**src/logic/pcrs_pkg.sv**
```systemverilog
// constants, commands and carriers shared by the counter and return stack
package pcrs_pkg;
   // ------------------------------------------------------------
   // sizes
   // ------------------------------------------------------------
   localparam int PCRS_PC_W    = 21;   // byte address width of the counter
   localparam int PCRS_PTR_W   = 5;    // stack pointer width
   localparam int PCRS_DEPTH   = 31;   // stack entries, index 1 to 31
   localparam int PCRS_ADDR_W  = 8;    // register bus address width
   // ------------------------------------------------------------
   // register byte offsets
   // ------------------------------------------------------------
   localparam logic [7:0] PCRS_OFS_COUNTER_LOW  = 8'h00;
   localparam logic [7:0] PCRS_OFS_HIGH_LATCH   = 8'h04;
   localparam logic [7:0] PCRS_OFS_UPPER_LATCH  = 8'h08;
   localparam logic [7:0] PCRS_OFS_STACK_PTR    = 8'h0c;
   localparam logic [7:0] PCRS_OFS_TOP_LOW      = 8'h10;
   localparam logic [7:0] PCRS_OFS_TOP_HIGH     = 8'h14;
   localparam logic [7:0] PCRS_OFS_TOP_UPPER    = 8'h18;
   localparam logic [7:0] PCRS_OFS_CONTROL      = 8'h1c;
   // ------------------------------------------------------------
   // field positions and reset values
   // ------------------------------------------------------------
   localparam int PCRS_FULL_BIT = 7;   // stack_full_flag
   localparam int PCRS_UNF_BIT  = 6;   // stack_underflow_flag
   localparam int PCRS_OVR_BIT  = 0;   // overflow_reset_enable in control
   localparam logic [7:0] PCRS_PTR_REG_RST = 8'h00;
   localparam logic [7:0] PCRS_CTL_RST     = 8'h01;
   localparam logic [7:0] PCRS_LATCH_RST   = 8'h00;
   localparam logic [7:0] PCRS_SHADOW_RST  = 8'h00;
   // ------------------------------------------------------------
   // counter values
   // ------------------------------------------------------------
   localparam logic [20:0] PCRS_VEC_RESET = 21'h000000;
   localparam logic [20:0] PCRS_VEC_HIGH  = 21'h000008;
   localparam logic [20:0] PCRS_VEC_LOW   = 21'h000018;
   localparam logic [20:0] PCRS_PC_STEP   = 21'h000002;
   localparam logic [4:0]  PCRS_PTR_EMPTY = 5'h00;
   localparam logic [4:0]  PCRS_PTR_LAST  = 5'h1f;
   localparam logic [4:0]  PCRS_PTR_FILL  = 5'h1e;  // pointer before 31st push
   // ------------------------------------------------------------
   // bus answers
   // ------------------------------------------------------------
   localparam logic [1:0] PCRS_RESP_OKAY   = 2'h0;
   localparam logic [1:0] PCRS_RESP_SLVERR = 2'h2;
   // ------------------------------------------------------------
   // sequencer commands and carriers
   // ------------------------------------------------------------
   typedef enum logic [6:0] {
      PCRS_CMD_STEP = 7'h01,  // sequential advance
      PCRS_CMD_JUMP = 7'h02,  // goto or branch
      PCRS_CMD_CALL = 7'h04,  // call or relative_call
      PCRS_CMD_RET  = 7'h08,  // return, return_with_literal, return_from_interrupt
      PCRS_CMD_IRQ  = 7'h10,  // interrupt acknowledge
      PCRS_CMD_PUSH = 7'h20,  // software push
      PCRS_CMD_POP  = 7'h40   // software pop
   } pcrs_cmd_t;
   typedef struct packed {
      pcrs_cmd_t   cmd;        // what the instruction does
      logic        fast;       // fast option on call or return
      logic        irq_high;   // high priority vector on acknowledge
      logic [20:0] target;     // absolute destination for jump or call
      logic [7:0]  status;     // live status register
      logic [7:0]  working_register;       // live working_register
      logic [7:0]  bank_select_register;        // live bank_select_register
   } pcrs_seq_req_t;
   typedef struct packed {
      logic [7:0] status;
      logic [7:0] working_register;
      logic [7:0] bank_select_register;
   } pcrs_shadow_t;
endpackage

```
**src/logic/pcrs_core.sv**
```systemverilog
// program counter, return stack, fast shadows and their register slave
//
// The AXI4-Lite interface to the registers and the register addresses were left to the implementer.
`timescale 1ns/1ps
module pcrs_core
   import pcrs_pkg::*;
(
   input  wire logic          mclk_in,            // core clock
   input  wire logic          srst_in,            // power-on reset
   input  wire logic          warm_rst_in,        // any other device reset
   input  wire logic          seq_valid_in,       // sequencer command strobe
   input  wire pcrs_seq_req_t seq_req_in,         // sequencer command
   output logic [20:0]        pc_out,             // next fetch address
   output logic               restore_valid_out,  // shadows being restored
   output pcrs_shadow_t       restore_out,        // restored values
   output logic               dev_reset_req_out,  // stack fault reset request
   input  wire logic [7:0]    awaddr_in,
   input  wire logic          awvalid_in,
   output logic               awready_out,
   input  wire logic [31:0]   wdata_in,
   input  wire logic [3:0]    wstrb_in,
   input  wire logic          wvalid_in,
   output logic               wready_out,
   output logic [1:0]         bresp_out,
   output logic               bvalid_out,
   input  wire logic          bready_in,
   input  wire logic [7:0]    araddr_in,
   input  wire logic          arvalid_in,
   output logic               arready_out,
   output logic [31:0]        rdata_out,
   output logic [1:0]         rresp_out,
   output logic               rvalid_out,
   input  wire logic          rready_in
);
   // ------------------------------------------------------------
   // register select
   // ------------------------------------------------------------
   function automatic logic [3:0] pcrs_sel(input logic [7:0] a);
      case (a)
         PCRS_OFS_COUNTER_LOW: pcrs_sel = 4'h0;
         PCRS_OFS_HIGH_LATCH:  pcrs_sel = 4'h1;
         PCRS_OFS_UPPER_LATCH: pcrs_sel = 4'h2;
         PCRS_OFS_STACK_PTR:   pcrs_sel = 4'h3;
         PCRS_OFS_TOP_LOW:     pcrs_sel = 4'h4;
         PCRS_OFS_TOP_HIGH:    pcrs_sel = 4'h5;
         PCRS_OFS_TOP_UPPER:   pcrs_sel = 4'h6;
         PCRS_OFS_CONTROL:     pcrs_sel = 4'h7;
         default:              pcrs_sel = 4'hf;  // unmapped
      endcase
   endfunction

   // ------------------------------------------------------------
   // state
   // ------------------------------------------------------------
   // state moves only on the rising clock
   logic [20:0]  pc;                            // program counter
   logic [7:0]   counter_high_latch;            // staged bits 15:8
   logic [4:0]   counter_upper_latch;           // staged bits 20:16
   logic [4:0]   stack_ptr;                     // return stack pointer
   logic         stack_full_flag;               // sticky full
   logic         stack_underflow_flag;          // sticky underflow
   logic         overflow_reset_enable;         // stack fault resets device
   logic [20:0]  stack_mem [1:PCRS_DEPTH];      // return storage
   pcrs_shadow_t shadow;                        // one-level fast stack
   logic         aw_hold;                       // write address captured
   logic         w_hold;                        // write data captured
   logic [7:0]   aw_addr;                       // captured address
   logic [7:0]   w_byte;                        // captured low byte
   logic         w_lane0;                       // low lane enabled

   // ------------------------------------------------------------
   // decode
   // ------------------------------------------------------------
   logic        wr_fire;      // register write takes effect
   logic        rd_fire;      // register read takes effect
   logic [3:0]  wr_sel;       // write target
   logic [3:0]  rd_sel;       // read target
   logic        wr_en;        // write with low lane
   logic        is_push;      // command pushes
   logic        is_pop;       // command pops
   logic        set_full;     // push at or past the 31st
   logic        set_unf;      // pop from empty
   logic        trip;         // stack fault reset
   logic        any_rst;      // power-on or warm reset in force
   logic [20:0] top;          // entry under pointer
   logic [20:0] push_val;     // value to store on push

   // software access waits for a cycle with no sequencer command,
   // so core updates and register writes never collide
   assign wr_fire = aw_hold & w_hold & ~bvalid_out & ~seq_valid_in;
   assign rd_fire = arvalid_in & arready_out;
   assign wr_sel  = pcrs_sel(aw_addr);
   assign rd_sel  = pcrs_sel(araddr_in);
   assign wr_en   = wr_fire & w_lane0;
   assign any_rst = srst_in | warm_rst_in;

   // command classes
   always_comb begin
      is_push = 1'b0;
      is_pop  = 1'b0;
      if (seq_valid_in) begin
         case (seq_req_in.cmd)
            PCRS_CMD_CALL, PCRS_CMD_IRQ, PCRS_CMD_PUSH: is_push = 1'b1;
            PCRS_CMD_RET, PCRS_CMD_POP:                 is_pop  = 1'b1;
            default: begin
               is_push = 1'b0;
               is_pop  = 1'b0;
            end
         endcase
      end
   end

   // faults judge the pointer before this edge
   // pointer zero has no storage and reads as zero
   assign top      = (stack_ptr == PCRS_PTR_EMPTY) ? 21'h000000 : stack_mem[stack_ptr];
   assign set_full = is_push & (stack_ptr >= PCRS_PTR_FILL) & ~warm_rst_in;
   assign set_unf  = is_pop & (stack_ptr == PCRS_PTR_EMPTY) & ~warm_rst_in;
   assign trip     = overflow_reset_enable & (set_full | set_unf);
   // the 31st push under the reset option stores the step-ahead address
   assign push_val = (overflow_reset_enable && stack_ptr == PCRS_PTR_FILL) ?
                     21'(pc + PCRS_PC_STEP) : pc;

   // ------------------------------------------------------------
   // program counter
   // ------------------------------------------------------------
   // resets and faults beat commands and writes
   always_ff @(posedge mclk_in) begin
      if (any_rst || trip) begin
         pc <= PCRS_VEC_RESET;
      end else if (seq_valid_in) begin
         case (seq_req_in.cmd)
            PCRS_CMD_STEP: pc <= 21'(pc + PCRS_PC_STEP);
            // direct load, latches not involved
            PCRS_CMD_JUMP, PCRS_CMD_CALL: pc <= {seq_req_in.target[20:1], 1'b0};
            PCRS_CMD_IRQ: pc <= seq_req_in.irq_high ? PCRS_VEC_HIGH : PCRS_VEC_LOW;
            // empty pop yields zero via top
            PCRS_CMD_RET: pc <= {top[20:1], 1'b0};
            default: pc <= pc;  // software push and pop keep flow
         endcase
      end else if (wr_en && wr_sel == 4'h0) begin
         pc <= {counter_upper_latch, counter_high_latch, w_byte[7:1], 1'b0};
      end
   end
   assign pc_out = pc;

   // ------------------------------------------------------------
   // high and upper latches
   // ------------------------------------------------------------
   // calls and returns never touch these
   // a bus write beats a counter-low read
   always_ff @(posedge mclk_in) begin
      if (any_rst) begin
         counter_high_latch  <= PCRS_LATCH_RST;
         counter_upper_latch <= PCRS_LATCH_RST[4:0];
      end else if (wr_en && wr_sel == 4'h1) begin
         counter_high_latch <= w_byte;
      end else if (wr_en && wr_sel == 4'h2) begin
         counter_upper_latch <= w_byte[4:0];
      end else if (rd_fire && rd_sel == 4'h0) begin
         counter_high_latch  <= pc[15:8];
         counter_upper_latch <= pc[20:16];
      end
   end

   // ------------------------------------------------------------
   // stack pointer
   // ------------------------------------------------------------
   always_ff @(posedge mclk_in) begin
      if (any_rst || trip) begin
         stack_ptr <= PCRS_PTR_EMPTY;
      end else if (is_push) begin
         // held at 31 once full, extra pushes are dropped
         if (stack_ptr != PCRS_PTR_LAST)
            stack_ptr <= 5'(stack_ptr + 5'h01);
      end else if (is_pop) begin
         // stays at zero on underflow
         if (stack_ptr != PCRS_PTR_EMPTY)
            stack_ptr <= 5'(stack_ptr - 5'h01);
      // bus writes land only in idle cycles
      end else if (wr_en && wr_sel == 4'h3) begin
         stack_ptr <= w_byte[4:0];
      end
   end

   // ------------------------------------------------------------
   // sticky flags, cleared by software or power-on only
   // ------------------------------------------------------------
   always_ff @(posedge mclk_in) begin
      if (srst_in) begin
         stack_full_flag      <= PCRS_PTR_REG_RST[PCRS_FULL_BIT];
         stack_underflow_flag <= PCRS_PTR_REG_RST[PCRS_UNF_BIT];
      end else begin
         // warm resets leave both flags set
         // a set in the clearing cycle wins; writing one has no effect
         stack_full_flag <= set_full |
            (stack_full_flag & ~(wr_en && wr_sel == 4'h3 && !w_byte[PCRS_FULL_BIT]));
         stack_underflow_flag <= set_unf |
            (stack_underflow_flag & ~(wr_en && wr_sel == 4'h3 && !w_byte[PCRS_UNF_BIT]));
      end
   end

   // ------------------------------------------------------------
   // return storage
   // ------------------------------------------------------------
   always_ff @(posedge mclk_in) begin
      // no reset on the array itself
      if (!any_rst) begin
         if (is_push && stack_ptr != PCRS_PTR_LAST) begin
            // new entry is one above the current pointer
            stack_mem[5'(stack_ptr + 5'h01)] <= push_val;
         end else if (wr_en && stack_ptr != PCRS_PTR_EMPTY) begin
            // top registers patch the pointed entry bytewise
            case (wr_sel)
               4'h4:    stack_mem[stack_ptr][7:0]   <= w_byte;
               4'h5:    stack_mem[stack_ptr][15:8]  <= w_byte;
               4'h6:    stack_mem[stack_ptr][20:16] <= w_byte[4:0];
               default: ;
            endcase
         end
      end
   end

   // ------------------------------------------------------------
   // overflow reset option and fault reset request
   // ------------------------------------------------------------
   always_ff @(posedge mclk_in) begin
      // warm resets keep the option
      if (srst_in)
         overflow_reset_enable <= PCRS_CTL_RST[PCRS_OVR_BIT];
      else if (wr_en && wr_sel == 4'h7)
         overflow_reset_enable <= w_byte[PCRS_OVR_BIT];
   end

   // one-cycle pulse after a fault with the option on
   always_ff @(posedge mclk_in) begin
      if (any_rst)
         dev_reset_req_out <= 1'b0;
      else
         dev_reset_req_out <= trip;
   end

   // ------------------------------------------------------------
   // fast shadow stack
   // ------------------------------------------------------------
   always_ff @(posedge mclk_in) begin
      if (srst_in) begin
         shadow <= {PCRS_SHADOW_RST, PCRS_SHADOW_RST, PCRS_SHADOW_RST};
      end else if (seq_valid_in && (seq_req_in.cmd == PCRS_CMD_IRQ ||
                   (seq_req_in.cmd == PCRS_CMD_CALL && seq_req_in.fast))) begin
         // one level: later capture overwrites
         shadow.status <= seq_req_in.status;
         shadow.working_register   <= seq_req_in.working_register;
         shadow.bank_select_register    <= seq_req_in.bank_select_register;
      end
   end

   // restore strobe with the saved values
   always_ff @(posedge mclk_in) begin
      if (any_rst) begin
         restore_valid_out <= 1'b0;
         restore_out       <= {PCRS_SHADOW_RST, PCRS_SHADOW_RST, PCRS_SHADOW_RST};
      end else begin
         restore_valid_out <= seq_valid_in && seq_req_in.cmd == PCRS_CMD_RET
                              && seq_req_in.fast;
         restore_out       <= shadow;
      end
   end

   // ------------------------------------------------------------
   // register bus, write side
   // ------------------------------------------------------------
   // each half refused while its copy waits
   assign awready_out = ~aw_hold;
   assign wready_out  = ~w_hold;

   // address and data may arrive in either order
   always_ff @(posedge mclk_in) begin
      if (srst_in) begin
         aw_hold <= 1'b0;
         aw_addr <= 8'h00;
      end else if (awvalid_in && !aw_hold) begin
         aw_hold <= 1'b1;
         aw_addr <= awaddr_in;
      end else if (wr_fire) begin
         aw_hold <= 1'b0;
      end
   end

   always_ff @(posedge mclk_in) begin
      if (srst_in) begin
         w_hold  <= 1'b0;
         w_byte  <= 8'h00;
         w_lane0 <= 1'b0;
      end else if (wvalid_in && !w_hold) begin
         w_hold  <= 1'b1;
         w_byte  <= wdata_in[7:0];
         w_lane0 <= wstrb_in[0];
      end else if (wr_fire) begin
         w_hold <= 1'b0;
      end
   end

   // response after the write, error for unmapped
   // response stands until bready is high
   always_ff @(posedge mclk_in) begin
      if (srst_in) begin
         bvalid_out <= 1'b0;
         bresp_out  <= PCRS_RESP_OKAY;
      end else if (wr_fire) begin
         bvalid_out <= 1'b1;
         bresp_out  <= (wr_sel == 4'hf) ? PCRS_RESP_SLVERR : PCRS_RESP_OKAY;
      end else if (bready_in) begin
         bvalid_out <= 1'b0;
      end
   end

   // ------------------------------------------------------------
   // register bus, read side
   // ------------------------------------------------------------
   // no read while a command moves the pointer
   assign arready_out = ~rvalid_out & ~seq_valid_in;

   always_ff @(posedge mclk_in) begin
      if (srst_in) begin
         rvalid_out <= 1'b0;
         rresp_out  <= PCRS_RESP_OKAY;
         rdata_out  <= 32'h00000000;
      end else if (rd_fire) begin
         // payload stands until rready
         rvalid_out <= 1'b1;
         rresp_out  <= (rd_sel == 4'hf) ? PCRS_RESP_SLVERR : PCRS_RESP_OKAY;
         case (rd_sel)
            4'h0:    rdata_out <= {24'h000000, pc[7:0]};
            4'h1:    rdata_out <= {24'h000000, counter_high_latch};
            4'h2:    rdata_out <= {27'h0000000, counter_upper_latch};
            4'h3:    rdata_out <= {24'h000000, stack_full_flag, stack_underflow_flag,
                                   1'b0, stack_ptr};
            4'h4:    rdata_out <= {24'h000000, top[7:0]};
            4'h5:    rdata_out <= {24'h000000, top[15:8]};
            4'h6:    rdata_out <= {27'h0000000, top[20:16]};
            4'h7:    rdata_out <= {31'h00000000, overflow_reset_enable};
            default: rdata_out <= 32'h00000000;
         endcase
      end else if (rready_in) begin
         rvalid_out <= 1'b0;
      end
   end
endmodule

```
**config.mk**
```make
export PLATFORM = sky130hd
export DESIGN_NAME = pcrs_core
export DESIGN_NICKNAME = d
export VERILOG_FILES = /design/src/logic/pcrs_pkg.sv /design/src/logic/pcrs_core.sv
export SDC_FILE = /design/constraint.sdc
export NUM_CORES = 1
export LEC_CHECK = 0
export ABC_AREA = 1
export BUFFER_PORTS_ARGS = -buffer_cell sky130_fd_sc_hd__buf_2
export CORE_ASPECT_RATIO = 1.2
export CORE_UTILIZATION = 31
export CTS_BUF_LIST = sky130_fd_sc_hd__clkbuf_4 sky130_fd_sc_hd__clkbuf_8
export DETAILED_ROUTE_END_ITERATION = 10
export PLACE_DENSITY_LB_ADDON = 0.1
export SLEW_MARGIN = 40
export SYNTH_ARGS = -nofsm -noshare
export SYNTH_HDL_FRONTEND = slang
export SYNTH_SLANG_ARGS = --single-unit
export TNS_END_PERCENT = 1
```
**constraint.sdc**
```tcl
create_clock -name mclk_in -period 4.75 [get_ports mclk_in]
set_input_delay 0.7125 -clock mclk_in [delete_from_list [all_inputs] [get_ports mclk_in]]
set_output_delay 0.7125 -clock mclk_in [all_outputs]
set_load 0.02 [all_outputs]
```
## Word level (Yosys, flattened, before mapping)

Memories as Yosys holds them, arrays and structs flattened. A register that Yosys moved wholly into a read port is not among the register bits.
Cells that the tools add are included.

| storage, ports and cells | value |
|---|---|
| register bits after elaboration | 149 |
| memory bits (writable) | 651 |
| ROM bits | 256 |
| output and inout bits | 88 |
| logic and storage cells | 189 |
| memories kept | 3 |

Memory list:

| name | words | bits a word | read ports | clocked after memory_dff | write ports | RTL line | RTL |
|---|---|---|---|---|---|---|---|
| stack_mem | 31 | 21 | 1 | 1 | 1 | pcrs_core.sv:63 | `logic [20:0] stack_mem [1:PCRS_DEPTH];` |
| (no name shown) | 32 | 4 | 1 | 0 | 0 | pcrs_core.sv:39 | `case (a)` |
| (no name shown) | 32 | 4 | 1 | 1 | 0 | pcrs_core.sv:39 |  |

| operators by class | value |
|---|---|
| add/sub/neg operators | 3 |
| $lt $le $gt $ge | 1 |
| equality and inequality tests | 29 |
| mux-type cells | 57 |
| bitwise logic cells | 26 |
| reductions and logical operators | 45 |

Operators by type and width:

| cell | count |
|---|---|
| 21-bit two-way mux | 5 |
| 21-bit case mux with 4 select lines | 1 |
| 5-bit two-way mux | 13 |
| 8-bit case mux with 8 select lines | 1 |
| 4-bit by 3-bit equality test with 1-bit output (second input constant) | 8 |
| 1-bit two-way mux | 29 |
| 8-bit two-way mux | 3 |
| 21-bit by 2-bit adder with 21-bit output (second input constant) | 1 |
| 21-bit OR reduction | 1 |
| 1-bit logical AND | 17 |
| 4-bit by 2-bit equality test with 1-bit output (second input constant) | 4 |
| 2-bit nonzero test | 7 |
| 1-bit AND | 13 |
| 1-bit inverter | 9 |
| 4-bit by 1-bit equality test with 1-bit output (second input constant) | 2 |
| 4-bit equality test (second input constant) | 2 |
| 4-bit zero test | 2 |
| 4-bit two-way mux | 2 |
| 7-bit by 1-bit equality test with 1-bit output (second input constant) | 1 |
| 7-bit by 2-bit equality test with 1-bit output (second input constant) | 1 |
| 7-bit by 3-bit equality test with 1-bit output (second input constant) | 1 |
| 7-bit by 4-bit equality test with 1-bit output (second input constant) | 1 |
| 7-bit by 5-bit equality test with 1-bit output (second input constant) | 1 |
| 7-bit by 6-bit equality test with 1-bit output (second input constant) | 1 |
| other kinds (23) | 35 |

## Depth between registers and ports, before layout

Gate-level depths: netlist of run 1.

| depth | value |
|---|---|
| word-level depth | 11 |
| mapped depth | 16 |
| mapped depth without buffers | 13 |

## Least setup slack after synthesis of run 1

No wires, ideal clock.

| timing | value |
|---|---|
| kind | input -> register |
| start point | in seq_valid_in |
| end point | mem stack_mem[10][14] (data pin) |
| arrival time | 3.076 ns |
| slack | 1.228 ns |
| stages on the path | 10 |
| cells stage by stage | nor2_1 -> nand3_2 -> nor2_2 -> inv_2 -> nor2_4 -> nand4_1 -> nand2_4 -> inv_2 -> clkbuf_1 -> o21ai_0 |

| between the ends | value |
|---|---|
| longest elaborated chain between the ends | 10 |
| elaborated cells between the ends (all ways) | 20 |
| those cells by class | mux: 14; bitwise: 3; reduce/logical: 3 |

RTL lines:

| item | RTL line | RTL |
|---|---|---|
| start: declaration | pcrs_core.sv:11 | `input wire logic seq_valid_in,` |
| 1-bit inverter | pcrs_core.sv:90 | `assign wr_fire = aw_hold & w_hold & ~bvalid_out & ~seq_valid_in;` |
| 1-bit AND | pcrs_core.sv:90 |  |
| 1-bit AND | pcrs_core.sv:94 | `assign wr_en = wr_fire & w_lane0;` |
| 1-bit logical AND | pcrs_core.sv:211 | `end else if (wr_en && stack_ptr != PCRS_PTR_EMPTY) begin` |
| 1-bit two-way mux | pcrs_core.sv:211 |  |
| 1-bit two-way mux | pcrs_core.sv:208 | `if (is_push && stack_ptr != PCRS_PTR_LAST) begin` |
| 1-bit two-way mux | pcrs_core.sv:207 | `if (!any_rst) begin` |
| 1-bit two-way mux (on tied branches) | pcrs_core.sv:214, pcrs_core.sv:215, pcrs_core.sv:216 |  |
| 21-bit OR reduction (no source line) * | n/a |  |
| 21-bit two-way mux (no source line) * | n/a |  |
| end: declaration | pcrs_core.sv:63 |  |

Every way passes the cells marked *; elsewhere a longest branch is shown, timed or not.

## Worst setup path in the final report of run 1

| timing | value |
|---|---|
| start point | reg stack_ptr[0] |
| end point | mem stack_mem[22][20] (enable) |

| between the ends | value |
|---|---|
| longest elaborated chain between the ends | 8 |
| elaborated cells between the ends (all ways) | 23 |
| those cells by class | add/sub: 1; eq/ne: 1; mux: 17; reduce/logical: 4 |

RTL lines:

| item | RTL line | RTL |
|---|---|---|
| start: declaration | pcrs_core.sv:59 | `logic [4:0] stack_ptr;` |
| start signal: assignment | pcrs_core.sv:174 | `stack_ptr <= 5'(stack_ptr + 5'h01);` |
| start signal: assignment | pcrs_core.sv:178 | `stack_ptr <= 5'(stack_ptr - 5'h01);` |
| start signal: assignment | pcrs_core.sv:181 | `stack_ptr <= w_byte[4:0];` |
| 5-bit nonzero test | pcrs_core.sv:211 |  |
| 1-bit logical AND | pcrs_core.sv:211 |  |
| 1-bit two-way mux | pcrs_core.sv:211 |  |
| 1-bit two-way mux | pcrs_core.sv:208 |  |
| 1-bit two-way mux | pcrs_core.sv:207 |  |
| 1-bit two-way mux (on tied branches) | pcrs_core.sv:214, pcrs_core.sv:215, pcrs_core.sv:216 |  |
| 21-bit OR reduction (no source line) | n/a |  |
| 5-bit two-way mux (no source line) or 3-bit two-way mux (tied branches) | n/a |  |

Parallel ways exist; a longest one is shown, timed or not.

==> impl_metrics.env, run 1 <==
export IMPL_synth_seq_cells=782
export IMPL_fp_dieH_um=366.4
export IMPL_antenna_found_initial=5
export IMPL_postRouteAntennaNets=0
export IMPL_cts_buffers=134
export IMPL_cts_htree_levels=4
export IMPL_hp_class="in2reg"
export IMPL_cp_end_kind="flop"
export IMPL_tightest_slew_ps=968.5
export IMPL_cp_arrival_ps=3950
export IMPL_setup_viol_count_final=0
export IMPL_vias_per_cell=4.858
export IMPL_drt_pass1_iter_count=5
export IMPL_grt_pass1_vias=24701
export IMPL_instances_no_fill=5141
export IMPL_ys_types=49
export IMPL_tritoncts="yes"
export IMPL_leakage_nw=14.95
export IMPL_area_growth_pct=16.02
export IMPL_finalHoldViolCount=0
export IMPL_worstPathRequired_ps=5180
export IMPL_holdWs_ps=103.8
export IMPL_synthTopCellsByArea="edfxtp_1, nand2_1, nand3_1"
export IMPL_hpwl_mm=71.32
export IMPL_grt_overflow_total=0
export IMPL_routed_wl_mm=112.0
export IMPL_rsz0062_at_grt="false"
export IMPL_synth_top_area_share_pct=56.98
export IMPL_maxCapViolations=0
export IMPL_cts_root_buf="clkbuf_8"
export IMPL_clock_latency_ps=840
export IMPL_via_count=24975
export IMPL_nets=3746
export IMPL_die_area_mm2=0.1120
export IMPL_wl_per_cell_um=21.78
export IMPL_dp_cells=4905
export IMPL_io_buffer_count=147
export IMPL_gp_congestion=0.8511
export IMPL_clkSinkCount=782
export IMPL_syn_area_mm2=0.03431
export IMPL_p_per_area_mw_per_mm2=351.0
export IMPL_ys_seq_area_share_pct=64.62
export IMPL_critPathLaunchType="flop"
export IMPL_synth_top_cells_by_count="nand2_1, edfxtp_1, nand3_1"
export IMPL_slew_viol_final=0
export IMPL_setup_ws_ps=1239
export IMPL_drive_gt1_share_pct=16.58
export IMPL_synth_ff_type="edfxtp_1"
export IMPL_fin_util_pct=36.30
export IMPL_yosys_warnings=0
export IMPL_start_util_pct=31.28
export IMPL_final_period_utilization_pct=73.92
export IMPL_grt_use_total_pct=19.87
export IMPL_cp_cell_sequence="inv_1 > ha_1 > nand3_2 > inv_2 > nor2_4 > nand4_1 > nand2_4 > o21ai_2 > inv_1 > nand3_2 > nor3_1"
export IMPL_async_reset_ff_share_pct=0
export IMPL_fmax_mhz=284.8
export IMPL_grt_pass1_wl_mm=164.2
export IMPL_clockBufferDepth=3
export IMPL_cp_max_fo=12
export IMPL_tns_ps=0
export IMPL_cts_resized_gates=0
export IMPL_crit_type="reg2reg"
export IMPL_finalClockSkew_ps=39.20
export IMPL_yosys_area_top_type="edfxtp_1"
export IMPL_placed_cell_area_mm2=0.03714
export IMPL_finalPower_mw=13.97
export IMPL_coreArea_mm2=0.1097
export IMPL_fin_crit_ps=3511
export IMPL_status="finished clean"
export IMPL_dp_slack_ps=890.1
export IMPL_drt_iter0_markers=1674
export IMPL_grt_max_degree=131
export IMPL_drc=0
export IMPL_path_clk_slew_ps=60
export IMPL_syn_avg_cell_area_um2=10.03
export IMPL_synth_edff_count=651
export IMPL_std_cell_rows=133
export IMPL_die_x_um=305.7
export IMPL_slew_limit_headroom_pct=35.43
export IMPL_synthCells=3420
export IMPL_ir_drop_mv=0.2019
export IMPL_ff2ff_setup_slack_ps=1240
export IMPL_fin_area_mm2=0.03980
export IMPL_critical_path_slowest_cell="nor3_1"
export IMPL_slowest_delay_ps=800
export IMPL_yosysMostFrequentCell="nand2_1"
export IMPL_pin_count=203
where the power goes:
part	internal, mW	switching, mW	total [mW]
combinational	0.111	0.302	0.413
clock	3.30	2.85	6.15
sequential	7.38	0.0264	7.41
state kept, by name (all words and copies together), names as in the netlist, 5 cells and up, named ones only:
name                 flops
rdata_out                8
stack_ptr                5
stack_mem              651
restore_out             24
counter_high_latch       8
pc_out                  20
counter_upper_latch      5
aw_addr                  8
w_byte                   8
shadow                  24
critical path, delay by kind of cell, from the launching register on:
| kind | cells | cell delay, ps |
|---|---|---|
| AND/OR/NAND/NOR | 6 | 1820 |
| adder cells (fa/ha/maj) | 1 | 240 |
| flip-flops | 1 | 450 |
| AO/OA/AOI/OAI | 1 | 150 |
| buffers and inverters | 3 | 440 |
timing repair:
| action | 4_1_cts | 5_1_grt |
|---|---|---|
| buffers inserted | 0 | 0 |
| hold buffers | 1 | 0 |
| endpoints found under the hold margin | 1 | 0 |
worst paths after layout:
| path | cells after the start | endpoint | start |
|---|---|---|---|
| worst min register to register | 2 | restore_out[9] | shadow[9] |
| worst min-delay path | 3 | shadow[21] | seq_req_in[21] |
| worst max register to register | 11 | stack_mem[22][20] | stack_ptr[0] |
| worst max-delay path | 11 | stack_mem[22][20] | stack_ptr[0] |
layout by cell type (no fill, tap or decap), drive strengths merged:
cell type,count
o22ai,11
clkbuf,193
diode,2
ha,6
o41ai,1
inv,233
clkinvlp,3
nand3b,2
o211ai,13
edfxtp,651
dfxtp,131
a21boi,1
a211oi,1
nand3,551
dlygate4sd3,1
o21a,1
a311oi,1
or2,10
o31ai,7
nand2,952
a21oi,106
clkinv,36
conb,27
a32o,1
xnor2,2
nor4,3
buf,278
o21ai,129
nor3,104
xor2,17
a31o,1
bufinv,2
nand4,67
nor2,175
a31oi,5
layer usage:
| metal | vias to the layer above | routed length (um) | track usage (%) |
|---|---|---|---|
| li1 | 12090 | - | - |
| met1 | 12013 | 48840 | 25.72 |
| met2 | 686 | 54230 | 33.14 |
| met3 | 182 | 5703 | 3.935 |
| met4 | 4 | 3172 | 6.484 |
| met5 | - | 22 | 0 |
final cells by class:
| class | instances | area, um^2 |
|---|---|---|
| diodes | 2 | 5.005 |
| clock buffers | 193 | 2350 |
| clock inverters | 40 | 292.8 |
| fillers | 11013 | 69860 |
| inverters | 234 | 892.1 |
| multi-input cells | 2194 | 10430 |
| flip-flops and latches | 782 | 22180 |
| well taps | 1417 | 1773 |
| repair buffers | 279 | 1877 |
cells by family after synthesis:
family,after synthesis,synth area share [%]
xor+xnor,19,0.4850
other cells,1,0.01093
buf+inv,470,5.744
compound gates,278,4.482
fa+ha+maj,6,0.2188
flops,782,64.62
simple gates,1864,24.43
No activity file was read; power rests on OpenSTA's default activity.
==> run 2, diff against run 1 <==
--- a/config.mk
+++ b/config.mk
@@ -5,7 +5,7 @@
 export SDC_FILE = /design/constraint.sdc
 export NUM_CORES = 1
 export LEC_CHECK = 0
-export ABC_AREA = 1
+export ABC_AREA = 0
 export BUFFER_PORTS_ARGS = -buffer_cell sky130_fd_sc_hd__buf_2
 export CORE_ASPECT_RATIO = 1.2
 export CORE_UTILIZATION = 31
==> constraint.sdc (replaced) <==
create_clock -name mclk_in -period 3.2 [get_ports mclk_in]
set_input_delay 0.48 -clock mclk_in [delete_from_list [all_inputs] [get_ports mclk_in]]
set_output_delay 0.48 -clock mclk_in [all_outputs]
set_load 0.02 [all_outputs]
==> impl_metrics.env, run 2 <==
export IMPL_clockBufferDepth=3
export IMPL_maxCapViolations=0
export IMPL_clkSinkCount=782
export IMPL_drt_pass1_iter_count=7
export IMPL_hp_class="in2reg"
export IMPL_ir_drop_mv=0.3037
export IMPL_timing_critical_path_from="stack_ptr[0]"
export IMPL_cts_htree_levels=4
export IMPL_start_util_pct=31.33
export IMPL_via_count=20771
export IMPL_std_cell_rows=130
export IMPL_coreArea_mm2=0.1048
export IMPL_path_clk_slew_ps=60
export IMPL_placed_cell_area_mm2=0.03721
export IMPL_wl_per_cell_um=25.61
export IMPL_status="finished clean"
export IMPL_largest_register_ffs=651
export IMPL_fp_dieH_um=358.4
export IMPL_clock_latency_ps=810
export IMPL_grt_overflow_total=0
export IMPL_synth_top_area_share_pct=59.57
export IMPL_slew_limit_headroom_pct=45.25
export IMPL_crit_type="reg2reg"
export IMPL_antenna_found_initial=1
export IMPL_yosys_warnings=0
export IMPL_io_buffer_count=147
export IMPL_setup_viol_count_final=0
export IMPL_finalHoldViolCount=0
export IMPL_postRouteAntennaNets=0
export IMPL_synth_top_cells_by_count="edfxtp_1, nor2_1, mux4_2"
export IMPL_grt_pass1_vias=21400
export IMPL_r2r_start="stack_ptr[0]"
export IMPL_critPathLaunchType="flop"
export IMPL_drt_iter0_markers=1529
export IMPL_synthTopCellsByArea="edfxtp_1, mux4_2, dfxtp_1"
export IMPL_finalClockSkew_ps=32.75
export IMPL_grt_max_degree=48
export IMPL_grt_pass1_wl_mm=151.0
export IMPL_die_x_um=299.0
export IMPL_syn_avg_cell_area_um2=15.44
export IMPL_synth_ff_type="edfxtp_1"
export IMPL_nFillCells=9908
export IMPL_area_growth_pct=22.85
export IMPL_gp_congestion=0.9040
export IMPL_synth_seq_cells=782
export IMPL_drive_gt1_share_pct=32.28
export IMPL_tritoncts="yes"
export IMPL_worstPathRequired_ps=3710
export IMPL_final_period_utilization_pct=96.72
export IMPL_ys_types=93
export IMPL_cp_max_fo=8
export IMPL_grt_use_total_pct=19.56
export IMPL_cts_buffers=131
export IMPL_nets=2753
export IMPL_drc=0
export IMPL_cp_arrival_ps=3610
export IMPL_cts_root_buf="clkbuf_8"
export IMPL_hpwl_mm=73.58
export IMPL_fin_crit_ps=3095
export IMPL_routed_wl_mm=105.3
export IMPL_slew_viol_final=0
export IMPL_rsz0062_at_grt="true"
export IMPL_fin_area_mm2=0.04031
export IMPL_ys_seq_area_share_pct=67.56
export IMPL_yosys_area_top_type="edfxtp_1"
export IMPL_reg_top3="stack_mem x651, restore_out x24, shadow x24"
export IMPL_final_common_cell="edfxtp_1"
export IMPL_synthCells=2126
export IMPL_p_per_area_mw_per_mm2=499.9
export IMPL_yosysMostFrequentCell="edfxtp_1"
export IMPL_cp_end_kind="flop"
export IMPL_top_register="stack_mem"
export IMPL_vias_per_cell=5.050
export IMPL_die_area_mm2=0.1072
export IMPL_pin_count=203
export IMPL_tns_ps=0
export IMPL_leakage_nw=13.63
export IMPL_final_cell_mix="edfxtp_1, buf_4, nor2_1, buf_2, clkbuf_8"
export IMPL_syn_area_mm2=0.03282
export IMPL_synth_edff_count=651
export IMPL_tightest_slew_ps=812.7
export IMPL_fmax_mhz=323.1
export IMPL_hp_start="seq_req_in[39]"
export IMPL_async_reset_ff_share_pct=0
export IMPL_cts_setup_buffers=0
## run 2: cell types whose count changed after synthesis, moves of 38 or more
cell	before	now
nand4_1	66	9
inv_1	218	9
nand3_1	541	36
nand2_1	943	132
o21ai_0	124	47
mux2i_1	0	67
clkbuf_1	158	63
mux4_2	0	135
nor3_2	50	2
a211oi_1	1	39
## run 2: path summary, 6_finish.rpt
kind | endpoint | slack [ps] | cells after the start
worst max-delay path | stack_mem[6][7] | 100 | 9
worst min-delay path | pc_out[15] | 100 | 4
worst max register to register | stack_mem[6][7] | 100 | 9
worst min register to register | shadow[14] | 450 | 2
## run 2: report_power, final
group | leakage, nW | switching [mW] | internal [mW]
clock network | 1.34 | 4.07 | 4.70
logic | 5.10 | 0.275 | 0.183
registers | 7.19 | 0.0300 | 10.9
total | 13.6 | 4.37 | 15.8
## run 2: stage by stage
step           hold WS, ps  utilization [%]  setup WS, ps  instances  power [mW]
2_1_floorplan        429.6                -        -161.6       2152       11.38
3_3_place_gp         436.4            35.52        -109.1       3831       11.54
3_5_place_dp         442.4            35.53        -163.4       3831       11.55
4_1_cts              3.451            38.46         1.610       4112       20.45
5_1_grt              64.92            38.49        -45.41       4113       20.85
6_report             100.1            38.49         104.8       4113       20.15
## run 2: area by class of cell
| class | count | area (um^2) | share of cell area (%) |
|---|---|---|---|
| diodes | 1 | 2.502 | 0.006207 |
| multi-input cells | 1198 | 9910 | 24.58 |
| clock inverters | 45 | 282.8 | 0.7014 |
| repair buffers | 509 | 3914 | 9.708 |
| well taps | 1386 | 1734 | 4.302 |
| clock buffers | 182 | 2248 | 5.577 |
| flip-flops and latches | 782 | 22190 | 55.03 |
| inverters | 10 | 37.54 | 0.09311 |
## run 2: logic make-up (layout without fill, tap and decap cells)
family | count (synthesis) | count (layout) | share of synthesized area (%)
flip-flops | 782 | 782 | 67.56
AND/OR/NAND/NOR | 542 | 542 | 7.965
AO/OA/AOI/OAI | 348 | 348 | 7.290
multiplexers | 232 | 232 | 12.89
buffers and inverters | 172 | 746 | 2.909
XOR/XNOR | 43 | 43 | 1.148
adder cells (fa/ha/maj) | 6 | 6 | 0.2288
other | 1 | 28 | 0.01143
## run 2: per-layer routing
layer / vias up / track usage (%) / part of all wire [%] / routed length, um
li1: 9314 / - / - / -
met1: 10614 / 24.51 / 43 / 44810
met2: 669 / 33.50 / 50 / 52170
met3: 174 / 3.729 / 4.8 / 5008
met4: 0 / 7.306 / 3.2 / 3328
met5: - / 0 / 0 / 0
## run 2: what timing repair did
item                                   in CTS  in global routing
endpoints found under the hold margin      56                  0
resized for setup                           0                  4
setup endpoints to repair                   0                151
hold buffers                               54                  0
## run 2: critical path, cell delays in order, from the launching register on
cell and delay [ps]:
dfxtp_1 340, inv_2 40, ha_1 220, nor4b_2 190, or4_1 710, nor4_1 440, o21ai_0 230, buf_4 220
nor2_1 150, buf_4 220
